`config.mk`:
```
export PLATFORM = sky130hd
export DESIGN_NAME = low_speed_serdes_lane_control_regs
export DESIGN_NICKNAME = d
export VERILOG_FILES = /design/src/lane_ctrl_pkg.sv /design/src/lane_ctrl_word.sv /design/src/low_speed_serdes_lane_control_regs.sv
export VERILOG_INCLUDE_DIRS = /design/src
export SDC_FILE = /design/constraint.sdc
export NUM_CORES = 1
export LEC_CHECK = 0
export ABC_AREA = 0
export BUFFER_PORTS_ARGS = -buffer_cell sky130_fd_sc_hd__buf_2
export CAP_MARGIN = 20
export CORE_ASPECT_RATIO = 0.5
export CORE_MARGIN = 10
export CORE_UTILIZATION = 53
export CTS_BUF_LIST = sky130_fd_sc_hd__clkbuf_4
export CTS_CLUSTER_SIZE = 25
export DETAILED_ROUTE_END_ITERATION = 10
export PLACE_DENSITY = 0.82
export SYNTH_ARGS = -nofsm -noshare
export SYNTH_HDL_FRONTEND = slang
export SYNTH_SLANG_ARGS = --single-unit
```
`constraint.sdc`:
```
create_clock -name clk -period 1.7 [get_ports clk]
set_clock_uncertainty 0.1 [all_clocks]
set_input_delay 0.085 -clock clk [delete_from_list [all_inputs] [get_ports clk]]
set_output_delay 0.085 -clock clk [all_outputs]
set_load 0.01 [all_outputs]
```
`src/lane_ctrl_regs.svh`:
```
`ifndef LANE_CTRL_REGS_SVH
`define LANE_CTRL_REGS_SVH

// ==========================================================
// Register indices (management register address)
`define ADDR_ENABLE_RATE   16'h0007
`define ADDR_POL_EQ        16'h0008

// ==========================================================
// Reset values
`define RST_ENABLE_RATE    16'hDC04
`define RST_POL_EQ         16'h000D

// ==========================================================
// Field positions, enable/rate/emphasis register
`define POS_SWING_LO       12
`define POS_SWING_HI       14
`define POS_TX_EN          10
`define POS_TX_RATE_LO     8
`define POS_TX_RATE_HI     9
`define POS_DEEMPH_LO      4
`define POS_DEEMPH_HI      7
`define POS_RX_EN          2
`define POS_RX_RATE_LO     0
`define POS_RX_RATE_HI     1

// ==========================================================
// Field positions, polarity/equalization register
`define POS_RX_INV         15
`define POS_TX_INV         14
`define POS_EQ_LO          8
`define POS_EQ_HI          11

// ==========================================================
// Lane masks per lane-count mode
`define LANES_FOUR         4'hF
`define LANES_TWO          4'h3
`define LANES_ONE          4'h1

`endif

```
`src/lane_ctrl_pkg.sv`:
```
package lane_ctrl_pkg;

  // Lane-count mode of the channel
  typedef enum logic [1:0]
  {
    MODE_FOUR_LANE,
    MODE_TWO_LANE_10G,
    MODE_ONE_LANE_10G,
    MODE_KX_1G
  } lane_mode_t;

  // Lane rate encoding
  typedef enum logic [1:0]
  {
    RATE_FULL    = 2'h0,
    RATE_HALF    = 2'h1,
    RATE_QUARTER = 2'h2,
    RATE_RSVD    = 2'h3
  } lane_rate_t;

endpackage

```
`src/lane_ctrl_word.sv`:
```
`timescale 1ns/1ns
`include "lane_ctrl_regs.svh"

// Single 16-bit read-write register word with its own reset value
module lane_ctrl_word #(
  parameter logic [15:0] RESET_VALUE = 16'h0000
) (
  input  wire logic        clk,
  input  wire logic        nrst,
  input  wire logic        ce,
  input  wire logic        wrEn,
  input  wire logic [15:0] wrData,
  output logic      [15:0] value
);

  logic [15:0] word_d;
  logic [15:0] word_q;

  // ==========================================================
  // Next value: whole word stored, reserved bits included
  always_comb
  begin
    word_d = word_q;
    if (wrEn)
    begin
      word_d = wrData;
    end
  end

  always_ff @(posedge clk or negedge nrst)
  begin
    if (!nrst)
    begin
      word_q <= RESET_VALUE;
    end
    else if (ce)
    begin
      word_q <= word_d;
    end
  end

  assign value = word_q;

endmodule

```
`src/low_speed_serdes_lane_control_regs.sv`:
```
`timescale 1ns/1ns
`include "lane_ctrl_regs.svh"

// How it works
// RULE1: TX lane enable bit, reset 1; forced off by power-down pin low or global power-down.
// RULE2: TX lanes 3,2 off in two-lane 10G; lanes 3,2,1 off in one-lane/KX.
// RULE3: RX lane enable bit, reset 1; forced off by power-down pin low or global power-down.
// RULE4: RX lanes 3,2 off in two-lane 10G; lanes 3,2,1 off in one-lane/KX.
// RULE5: TX rate field: 00 full (reset), 01 half, 10 quarter, 11 reserved.
// RULE6: RX rate field: same encoding, reset full rate.
// RULE7: Four-bit de-emphasis code, reset 0000, sixteen equal reduction steps.
// RULE8: RX polarity bit swaps each lane output pair when set.
// RULE9: TX polarity bit treats each lane input pair as swapped when set.
// RULE10: Four-bit equalizer code, reset 0000: max gain, adaptive, reserved, zero steps.
// RULE11: Three-bit swing code selects eight increasing output amplitudes.
// RULE12: Reserved fields and reserved rate codes store and read back without effect.
module low_speed_serdes_lane_control_regs #(
  parameter int LANES = 4
) (
  input  wire logic                     clk,
  input  wire logic                     nrst,
  input  wire logic                     ce,
  input  wire logic [15:0]              regAddr,
  input  wire logic                     regWrite,
  input  wire logic                     regRead,
  input  wire logic [15:0]              regWrData,
  output logic      [15:0]              regRdData,
  output logic                          regRdValid,
  input  wire logic                     channel_powerdown_pin_n,
  input  wire logic                     globalPowerdown,
  input  wire lane_ctrl_pkg::lane_mode_t laneMode,
  input  wire logic [LANES-1:0]         lane_in_pos,
  input  wire logic [LANES-1:0]         lane_in_neg,
  input  wire logic [LANES-1:0]         rxLaneData,
  output logic      [LANES-1:0]         txLaneEnable,
  output logic      [LANES-1:0]         rxLaneEnable,
  output lane_ctrl_pkg::lane_rate_t     tx_lane_rate_sel,
  output lane_ctrl_pkg::lane_rate_t     rx_lane_rate_sel,
  output logic      [3:0]               output_deemphasis_sel,
  output logic      [3:0]               input_equalizer_sel,
  output logic      [2:0]               output_swing_sel,
  output logic      [LANES-1:0]         txLaneData,
  output logic      [LANES-1:0]         lane_out_pos,
  output logic      [LANES-1:0]         lane_out_neg
);

  logic [15:0] enableRateWord;
  logic [15:0] polEqWord;
  logic        wrEnableRate;
  logic        wrPolEq;

  // ==========================================================
  // Register map
  // 0x0007: swing code, tx enable and rate, de-emphasis, rx enable and rate
  // 0x0008: rx and tx pair polarity, equalizer code
  // Every other bit of both words is plain read-write storage
  // A write reaches its word at its edge and the outputs one enabled edge later

  // ==========================================================
  // Register words
  // Both words live in the small word module so reset values stay local
  // Decode: a write strobe hits at most one word
  // With ce low every flop below holds, words included
  assign wrEnableRate = regWrite && (regAddr == `ADDR_ENABLE_RATE);
  assign wrPolEq      = regWrite && (regAddr == `ADDR_POL_EQ);

  // Enable, rate, emphasis and swing word
  // RULE12: reserved bits kept
  lane_ctrl_word #(
    .RESET_VALUE (`RST_ENABLE_RATE)
  ) enableRateReg (
    .clk    (clk),
    .nrst   (nrst),
    .ce     (ce),
    .wrEn   (wrEnableRate),
    .wrData (regWrData),
    .value  (enableRateWord)
  );

  // Polarity and equalizer word
  lane_ctrl_word #(
    .RESET_VALUE (`RST_POL_EQ)
  ) polEqReg (
    .clk    (clk),
    .nrst   (nrst),
    .ce     (ce),
    .wrEn   (wrPolEq),
    .wrData (regWrData),
    .value  (polEqWord)
  );

  // ==========================================================
  // Read port
  // Reads answer one edge after the strobe; the data holds until the next read, the valid flag does not
  logic [15:0] regRdData_d;
  logic [15:0] regRdData_q;
  logic        regRdValid_d;
  logic        regRdValid_q;

  // Unmapped addresses read as zero
  always_comb
  begin
    regRdValid_d = regRead;
    // Hold the last answer between reads
    regRdData_d  = regRdData_q;
    if (regRead)
    begin
      case (regAddr)
        `ADDR_ENABLE_RATE: regRdData_d = enableRateWord;
        `ADDR_POL_EQ:      regRdData_d = polEqWord;
        default:           regRdData_d = 16'h0000;
      endcase
    end
  end

  // Answer registers, so both read outputs leave on a flop
  always_ff @(posedge clk or negedge nrst)
  begin
    if (!nrst)
    begin
      regRdData_q  <= 16'h0000;
      regRdValid_q <= 1'b0;
    end
    else if (ce)
    begin
      regRdData_q  <= regRdData_d;
      regRdValid_q <= regRdValid_d;
    end
  end

  // Read outputs straight from the flops
  assign regRdData  = regRdData_q;
  assign regRdValid = regRdValid_q;

  // ==========================================================
  // Lane enables
  // Power gate and mode mask together decide each lane
  logic [LANES-1:0] modeMask;
  logic             powerOk;
  logic [LANES-1:0] txEn_d;
  logic [LANES-1:0] txEn_q;
  logic [LANES-1:0] rxEn_d;
  logic [LANES-1:0] rxEn_q;

  // Mode mask computed per lane; lanes beyond the mask width stay off except in four-lane mode, which sets every bit
  always_comb
  begin
    modeMask = '1;
    case (laneMode)
      // RULE2: two-lane drops 3,2
      // RULE4: same on receive
      lane_ctrl_pkg::MODE_TWO_LANE_10G: modeMask = LANES'(`LANES_TWO);
      lane_ctrl_pkg::MODE_ONE_LANE_10G: modeMask = LANES'(`LANES_ONE);
      // KX shares the single-lane mask
      lane_ctrl_pkg::MODE_KX_1G:        modeMask = LANES'(`LANES_ONE);
      // Four-lane mode keeps every lane
      default:                          modeMask = '1;
    endcase
  end

  // Power-down pin is active low; global bit wins regardless of enable
  assign powerOk = channel_powerdown_pin_n && !globalPowerdown;

  always_comb
  begin
    // RULE1: tx enable gating
    txEn_d = (powerOk && enableRateWord[`POS_TX_EN]) ? modeMask : '0;
    // RULE3: rx enable gating
    rxEn_d = (powerOk && enableRateWord[`POS_RX_EN]) ? modeMask : '0;
  end

  // Enables reset off; lanes come up at the first enabled edge after reset
  // so the analog side never sees a lane on while the words are resetting
  always_ff @(posedge clk or negedge nrst)
  begin
    if (!nrst)
    begin
      txEn_q <= '0;
      rxEn_q <= '0;
    end
    else if (ce)
    begin
      txEn_q <= txEn_d;
      rxEn_q <= rxEn_d;
    end
  end

  // Enable outputs straight from the flops
  assign txLaneEnable = txEn_q;
  assign rxLaneEnable = rxEn_q;

  // ==========================================================
  // Analog setting codes, registered for clean outputs
  lane_ctrl_pkg::lane_rate_t txRate_d;
  lane_ctrl_pkg::lane_rate_t txRate_q;
  lane_ctrl_pkg::lane_rate_t rxRate_d;
  lane_ctrl_pkg::lane_rate_t rxRate_q;
  logic [3:0]                deemph_d;
  logic [3:0]                deemph_q;
  logic [3:0]                eq_d;
  logic [3:0]                eq_q;
  logic [2:0]                swing_d;
  logic [2:0]                swing_q;

  // Codes pass through untouched; reserved codes are the analog side's concern
  always_comb
  begin
    // RULE5: tx rate code
    txRate_d = lane_ctrl_pkg::lane_rate_t'(enableRateWord[`POS_TX_RATE_HI:`POS_TX_RATE_LO]);
    // RULE6: rx rate code
    rxRate_d = lane_ctrl_pkg::lane_rate_t'(enableRateWord[`POS_RX_RATE_HI:`POS_RX_RATE_LO]);
    // RULE7: de-emphasis step
    deemph_d = enableRateWord[`POS_DEEMPH_HI:`POS_DEEMPH_LO];
    // RULE10: equalizer code
    eq_d     = polEqWord[`POS_EQ_HI:`POS_EQ_LO];
    // RULE11: swing code
    swing_d  = enableRateWord[`POS_SWING_HI:`POS_SWING_LO];
  end

  // Swing resets to code 5, the others to zero, matching the word reset
  always_ff @(posedge clk or negedge nrst)
  begin
    if (!nrst)
    begin
      txRate_q <= lane_ctrl_pkg::RATE_FULL;
      rxRate_q <= lane_ctrl_pkg::RATE_FULL;
      deemph_q <= 4'h0;
      eq_q     <= 4'h0;
      swing_q  <= 3'h5;
    end
    else if (ce)
    begin
      txRate_q <= txRate_d;
      rxRate_q <= rxRate_d;
      deemph_q <= deemph_d;
      eq_q     <= eq_d;
      swing_q  <= swing_d;
    end
  end

  // Code outputs straight from the flops
  assign tx_lane_rate_sel      = txRate_q;
  assign rx_lane_rate_sel      = rxRate_q;
  assign output_deemphasis_sel = deemph_q;
  assign input_equalizer_sel   = eq_q;
  assign output_swing_sel      = swing_q;

  // ==========================================================
  // Per-lane polarity handling
  // Limitation: pairs are modelled as logic levels; the analog pair lives outside
  // Swap stage inputs and registered lane outputs
  logic [LANES-1:0] txData_d;
  logic [LANES-1:0] txData_q;
  logic [LANES-1:0] outPos_d;
  logic [LANES-1:0] outPos_q;
  logic [LANES-1:0] outNeg_d;
  logic [LANES-1:0] outNeg_q;

  // One swap stage per lane; tx picks a wire, rx drives a pair
  genvar g;
  generate
    for (g = 0; g < LANES; g++)
    begin : gLane
      always_comb
      begin
        // RULE9: input pair swap
        txData_d[g] = polEqWord[`POS_TX_INV] ? lane_in_neg[g] : lane_in_pos[g];
        // Each output pair carries the data and its inverse
        // RULE8: output pair swap
        outPos_d[g] = polEqWord[`POS_RX_INV] ? !rxLaneData[g] : rxLaneData[g];
        outNeg_d[g] = polEqWord[`POS_RX_INV] ? rxLaneData[g] : !rxLaneData[g];
      end
    end
  endgenerate

  // Disabled lanes hold a quiet idle pattern rather than stale data
  always_ff @(posedge clk or negedge nrst)
  begin
    if (!nrst)
    begin
      txData_q <= '0;
      outPos_q <= '0;
      outNeg_q <= '0;
    end
    else if (ce)
    begin
      txData_q <= txData_d & txEn_d;
      outPos_q <= outPos_d & rxEn_d;
      outNeg_q <= outNeg_d & rxEn_d;
    end
  end

  // Lane outputs straight from the flops
  assign txLaneData   = txData_q;
  assign lane_out_pos = outPos_q;
  assign lane_out_neg = outNeg_q;

  // ==========================================================
  // Limitations
  // Only the two lane-control words live here; other words decode elsewhere
  // The global power-down bit arrives as a pin from the word that holds it
  // Rate, swing, emphasis and equalizer settings leave as codes, not levels

endmodule

```
# Yosys cells after proc, flatten, opt, wreduce, memory -nomap -nowiden
# Cells that the tools add are included.
[op_classes]
n_eq_ne = 5
mux = 16
n_bitwise = 3
n_reduce_logical = 14
[op_table]
columns = ["op", "n"]
rows = [
  ["case mux 16 bit (2 select lines)", 1],
  ["== test 16 x 3 -> 1 bit, second input constant", 1],
  ["== test 16 x 4 -> 1 bit, second input constant", 1],
  ["bitwise AND 4 bit", 3],
  ["2-to-1 mux 1 bit", 12],
  ["2-to-1 mux 4 bit", 2],
  ["case mux 4 bit (2 select lines)", 1],
  ["AND reduction 2 bit", 3],
  ["logical AND 1 bit", 5],
  ["logical NOT 1 bit", 5],
  ["== test 2 bit, second input constant", 2],
  ["== test 2 x 1 -> 1 bit, second input constant", 1],
  ["OR reduction 2 bit", 1],
]
[totals]
reg_bits = 84
inputBits = 53
out_inout_bits = 52
word_cells = 52

# Depth between registers and ports, before layout
[logic_depth]
depth_word = 5
depth_mapped = 5

# By module
# Synthesis repeated with hierarchy kept, for this count alone.
[hier_totals]
hier_cells = 261
hier_area_um2 = 3633.5
[modules_own_cells]
columns = ["module", "n_inst", "cells_per_inst", "area_each_um2", "seq_area_each_um2"]
rows = [
  ["low_speed_serdes_lane_control_regs", 1, 193, 2351.0, 1253.7],
  ["lane_ctrl_word (enableRateReg)", 1, 34, 643.1, 407.9],
  ["lane_ctrl_word (polEqReg)", 1, 34, 639.4, 404.1],
]

# Least setup slack after synthesis
# OpenSTA, ideal clock, no wires.
[synth_path]
kind = "input-to-reg"
start = "in regAddr[5]"
end = "reg enableRateReg.word_q[13], in the netlist enableRateReg.value[13]"
setup_ns = 0.125
arrival_ns = 1.225
required_ns = 1.475
setup_slack_ns = 0.250
stages = 5
path_cell_list = "nor4_2 > and3_4 > nand4_4 > buf_6 > mux2_4"
[synth_between]
elab_chain_cells = 3
[synth_rtl]
columns = ["element", "line_no", "source"]
rows = [
  ["start, declared", "low_speed_serdes_lane_control_regs.sv:23", "input wire logic [15:0] regAddr,"],
  ["== test 16 x 3 -> 1 bit", "n/a", ""],
  ["logical AND 1 bit", "low_speed_serdes_lane_control_regs.sv:64", "assign wrEnableRate = regWrite && (regAddr == `ADDR_ENABLE_RATE);"],
  ["AND reduction 2 bit (no source line)", "n/a", ""],
  ["end signal, assigned", "lane_ctrl_word.sv:38", "word_q <= word_d;"],
  ["end, declared", "lane_ctrl_word.sv:17", "logic [15:0] word_q;"],
]
# No other way between the ends.
# A chain may end at the register's enable or synchronous reset.

# Worst setup path in the final report
[layout_path]
start = "reg polEqReg.word_q[14], in the netlist polEqReg.value[14]"
end = "reg txData_q[3], in the netlist txLaneData[3]"
[layout_between]
elab_chain_cells = 2
[layout_rtl]
columns = ["element", "line_no", "source"]
rows = [
  ["start, declared", "lane_ctrl_word.sv:17", ""],
  ["start signal, assigned", "lane_ctrl_word.sv:38", ""],
  ["2-to-1 mux 1 bit", "low_speed_serdes_lane_control_regs.sv:267", "txData_d[g] = polEqWord[`POS_TX_INV] ? lane_in_neg[g] : lane_in_pos[g];"],
  ["bitwise AND 4 bit", "low_speed_serdes_lane_control_regs.sv:287", "txData_q <= txData_d & txEn_d;"],
  ["end signal, assigned", "low_speed_serdes_lane_control_regs.sv:287", ""],
  ["end, declared", "low_speed_serdes_lane_control_regs.sv:253", "logic [LANES-1:0] txData_q;"],
]
# No other way between the ends.

==> flow_summary.json <==
{
  "start_kind": "flop",
  "status": "complete, no violations",
  "nFillCells": 373,
  "cp_data_required_time_ps": 1890,
  "cts_buffers": 9,
  "clock-sinks": 82,
  "fp.dieW_um": 135.1,
  "post_cts_resized": 0,
  "grt_pass1_wl_um": 14760,
  "track_usage_pct": 17.60,
  "register_area_mm2": 0.002066,
  "num_rows": 20,
  "io_pins": 105,
  "min_path_type": "input port to flop",
  "rsz0062_at_grt": "false",
  "drive_gt1_share_pct": 55.35,
  "syn_nets": 285,
  "synthCells": 232,
  "hold_buffers": 35,
  "final_nets": 431,
  "cts.path.max_buffers": 2,
  "die_h_um": 77.53,
  "crit_chain": "mux2i_1, dlygate4sd3_1, o2bb2ai_1",
  "cp.arrival_ps": 1800,
  "finalSetupViolations": 0,
  "grt_max_degree": 37,
  "clk_latency_ps": 410,
  "ant_nets": 0,
  "via_count": 2513,
  "dp_cells": 420,
  "cts-htree-levels": 3,
  "fin_tns_setup_ps": 0,
  "cp_slowest_cell": "dlygate4sd3_1",
  "fin_crit_sh_pct": 94.54,
  "dr.pass1.iters": 4,
  "gp_congestion": 0.7583,
  "multi_input_area_mm2": 0.001336,
  "grt_pass1_vias": 2731,
  "r2r_cells": 3,
  "drv_slew": 0,
  "endpoint_kind": "flop",
  "yosys_register_bits": 82,
  "postCtsSetupBuffers": 0,
  "crit_cells": 3,
  "wirelength_um": 9268,
  "viasPerCell": 5.335,
  "post-route-drc-count": 0,
  "critPathBufInv": 1,
  "path_class": "flop to flop",
  "cp_top_family": "buffers and inverters",
  "p_leak_nw": 2.474,
  "hold_viol_final": 0,
  "p_total_mw": 3.159,
  "ir_drop_v": 0.0003517,
  "portBuffers": 104,
  "synth_area_mm2": 0.003508,
  "initial_utilization_pct": 56.31,
  "syn_avg_cell_area_um2": 15.12,
  "min_path_cells": 2,
  "die-area_mm2": 0.01047,
  "wl_per_cell_um": 19.68,
  "yosys_warnings": 0,
  "drv_cap": 0,
  "powerDensity_mw_per_mm2": 679.0,
  "finalCriticalPeriod_ps": 1607,
  "root_buffer": "clkbuf_4",
  "overflow": 0,
  "max_freq_mhz": 622.2,
  "dp_hpwl_um": 6358,
  "antenna_found_initial": 0,
  "core_area_mm2": 0.006231,
  "slowest_delay_ps": 570,
  "synth-seq-area-share_pct": 58.88,
  "cts_tree": "built",
  "antenna_cells": 0,
  "final_cells": 471,
  "ys_types": 37,
  "worst_pin_slew_ps": 484.8,
  "area_delta_synth_final_pct": 32.60,
  "max_slew_margin_pct": 67.60,
  "crit_path_max_fanout": 6,
  "path_clk_slew_ps": 120,
  "drt-initial-drc-count": 204
}
-- state kept, by name, summed over array words and instances, names as in the netlist --
name                   flops
output_deemphasis_sel      4
regRdData                 16
lane_out_pos               4
polEqReg.value            16
output_swing_sel           3
tx_lane_rate_sel           2
txLaneData                 4
enableRateReg.value       16
rxLaneEnable               3
input_equalizer_sel        4
regRdValid                 1
txLaneEnable               3
rx_lane_rate_sel           2
lane_out_neg               4
-- layout by cell type (no fill, tap or decap), types with 2 or more instances in the layout --
master / Yosys / final
nand2_1: 2 / 2
clkinvlp_4: 0 / 4
and2_1: 15 / 15
clkinv_1: 1 / 2
dlygate4sd3_1: 0 / 35
buf_2: 1 / 103
buf_12: 0 / 5
mux2_4: 20 / 20
nor2_2: 2 / 2
inv_1: 4 / 4
nand3_1: 3 / 3
nor2_1: 4 / 4
clkbuf_4: 0 / 10
a221o_2: 15 / 15
xnor2_1: 4 / 4
a22o_1: 4 / 4
dfrtp_1: 71 / 71
mux2i_1: 4 / 4
mux2_2: 28 / 28
o21ai_0: 5 / 5
nor4_4: 2 / 2
nand4_4: 2 / 2
buf_4: 2 / 5
a21o_1: 3 / 3
dfstp_2: 11 / 11
o2bb2ai_1: 6 / 6
-- cells by family (layout without fill, tap and decap cells) --
| logic type | Yosys count | after routing | synth area share (%) |
|---|---|---|---|
| compound gates | 34 | 34 | 8.951 |
| flops | 82 | 82 | 58.88 |
| simple gates | 42 | 42 | 9.451 |
| buf+inv | 18 | 169 | 3.031 |
| xor+xnor | 4 | 4 | 0.9985 |
| mux | 52 | 52 | 18.69 |
-- per-stage QoR --
stage	area, um2	utilization (%)	hold slack (ps)	worst slack (ps)
2_1_floorplan	3508	-	-310.6	249.5
3_3_place_gp	4184	67.15	-95.84	153.5
3_5_place_dp	4184	67.15	-85.22	104.4
4_1_cts	4652	74.66	9.781	108.6
5_1_grt	4652	74.66	28.30	13.19
6_report	4652	74.66	34.24	92.74
-- routing by layer --
metal / track usage [%] / wire length [um] / up-vias / share of wire (%)
met5: 0 / 0 / - / 0
met4: 6.731 / 197 / 0 / 2.1
li1: - / - / 1142 / -
met2: 30.36 / 4790 / 92 / 52
met1: 20.43 / 3610 / 1265 / 39
met3: 5.077 / 670 / 14 / 7.2
-- final timing paths --
check                              startpoint                 end  slack (ps)
max                        polEqReg.value[14]       txLaneData[3]          90
min                                        ce     rxLaneEnable[0]          30
max reg2reg                polEqReg.value[14]       txLaneData[3]          90
min reg2reg                   rxLaneEnable[1]     rxLaneEnable[1]         390
max in group asynchronous                nrst  polEqReg.value[12]         100
min in group asynchronous                nrst       regRdData[12]         550
-- power by group --
group          total [mW]  switching [mW]  internal, mW
Combinational       0.245           0.120         0.125
Clock               0.958           0.641         0.317
Sequential           1.96         0.00148          1.95
-- synth_stat cells (all sizes together) --
cell | n | area [um2]
dfrtp | 71 | 1777
mux2 | 48 | 615.6
a221o | 16 | 178.9
and2 | 16 | 100.1
dfstp | 11 | 289.0
buf | 7 | 65.05
clkbuf | 6 | 22.52
nor2 | 6 | 27.52
o2bb2ai | 6 | 52.55
o21ai | 5 | 25.02
a22o | 4 | 35.03
inv | 4 | 15.01
mux2i | 4 | 40.04
xnor2 | 4 | 35.03
a21o | 3 | 22.52
nand3 | 3 | 15.01
nor4 | 3 | 55.05
nand2 | 2 | 7.510
nand4 | 2 | 42.54
and3 | 1 | 11.26
and4b | 1 | 10.01
clkinv | 1 | 3.750
nand2b | 1 | 6.260
nand3b | 1 | 7.510
nand4b | 1 | 8.760
nor3 | 1 | 5.000
nor4b | 1 | 15.01
or2 | 1 | 6.260
or3 | 1 | 6.260
or4 | 1 | 7.510
-- cell type report --
cell class | instances | area share [%]
clock buffer | 10 | 1.614
clock inverter | 6 | 0.9145
inverter | 5 | 0.4034
multi-input combinational | 132 | 28.73
sequential | 82 | 44.41
tap | 88 | 2.367
timing repair buffer | 148 | 21.57
Power figures use the tool's default switching activity.
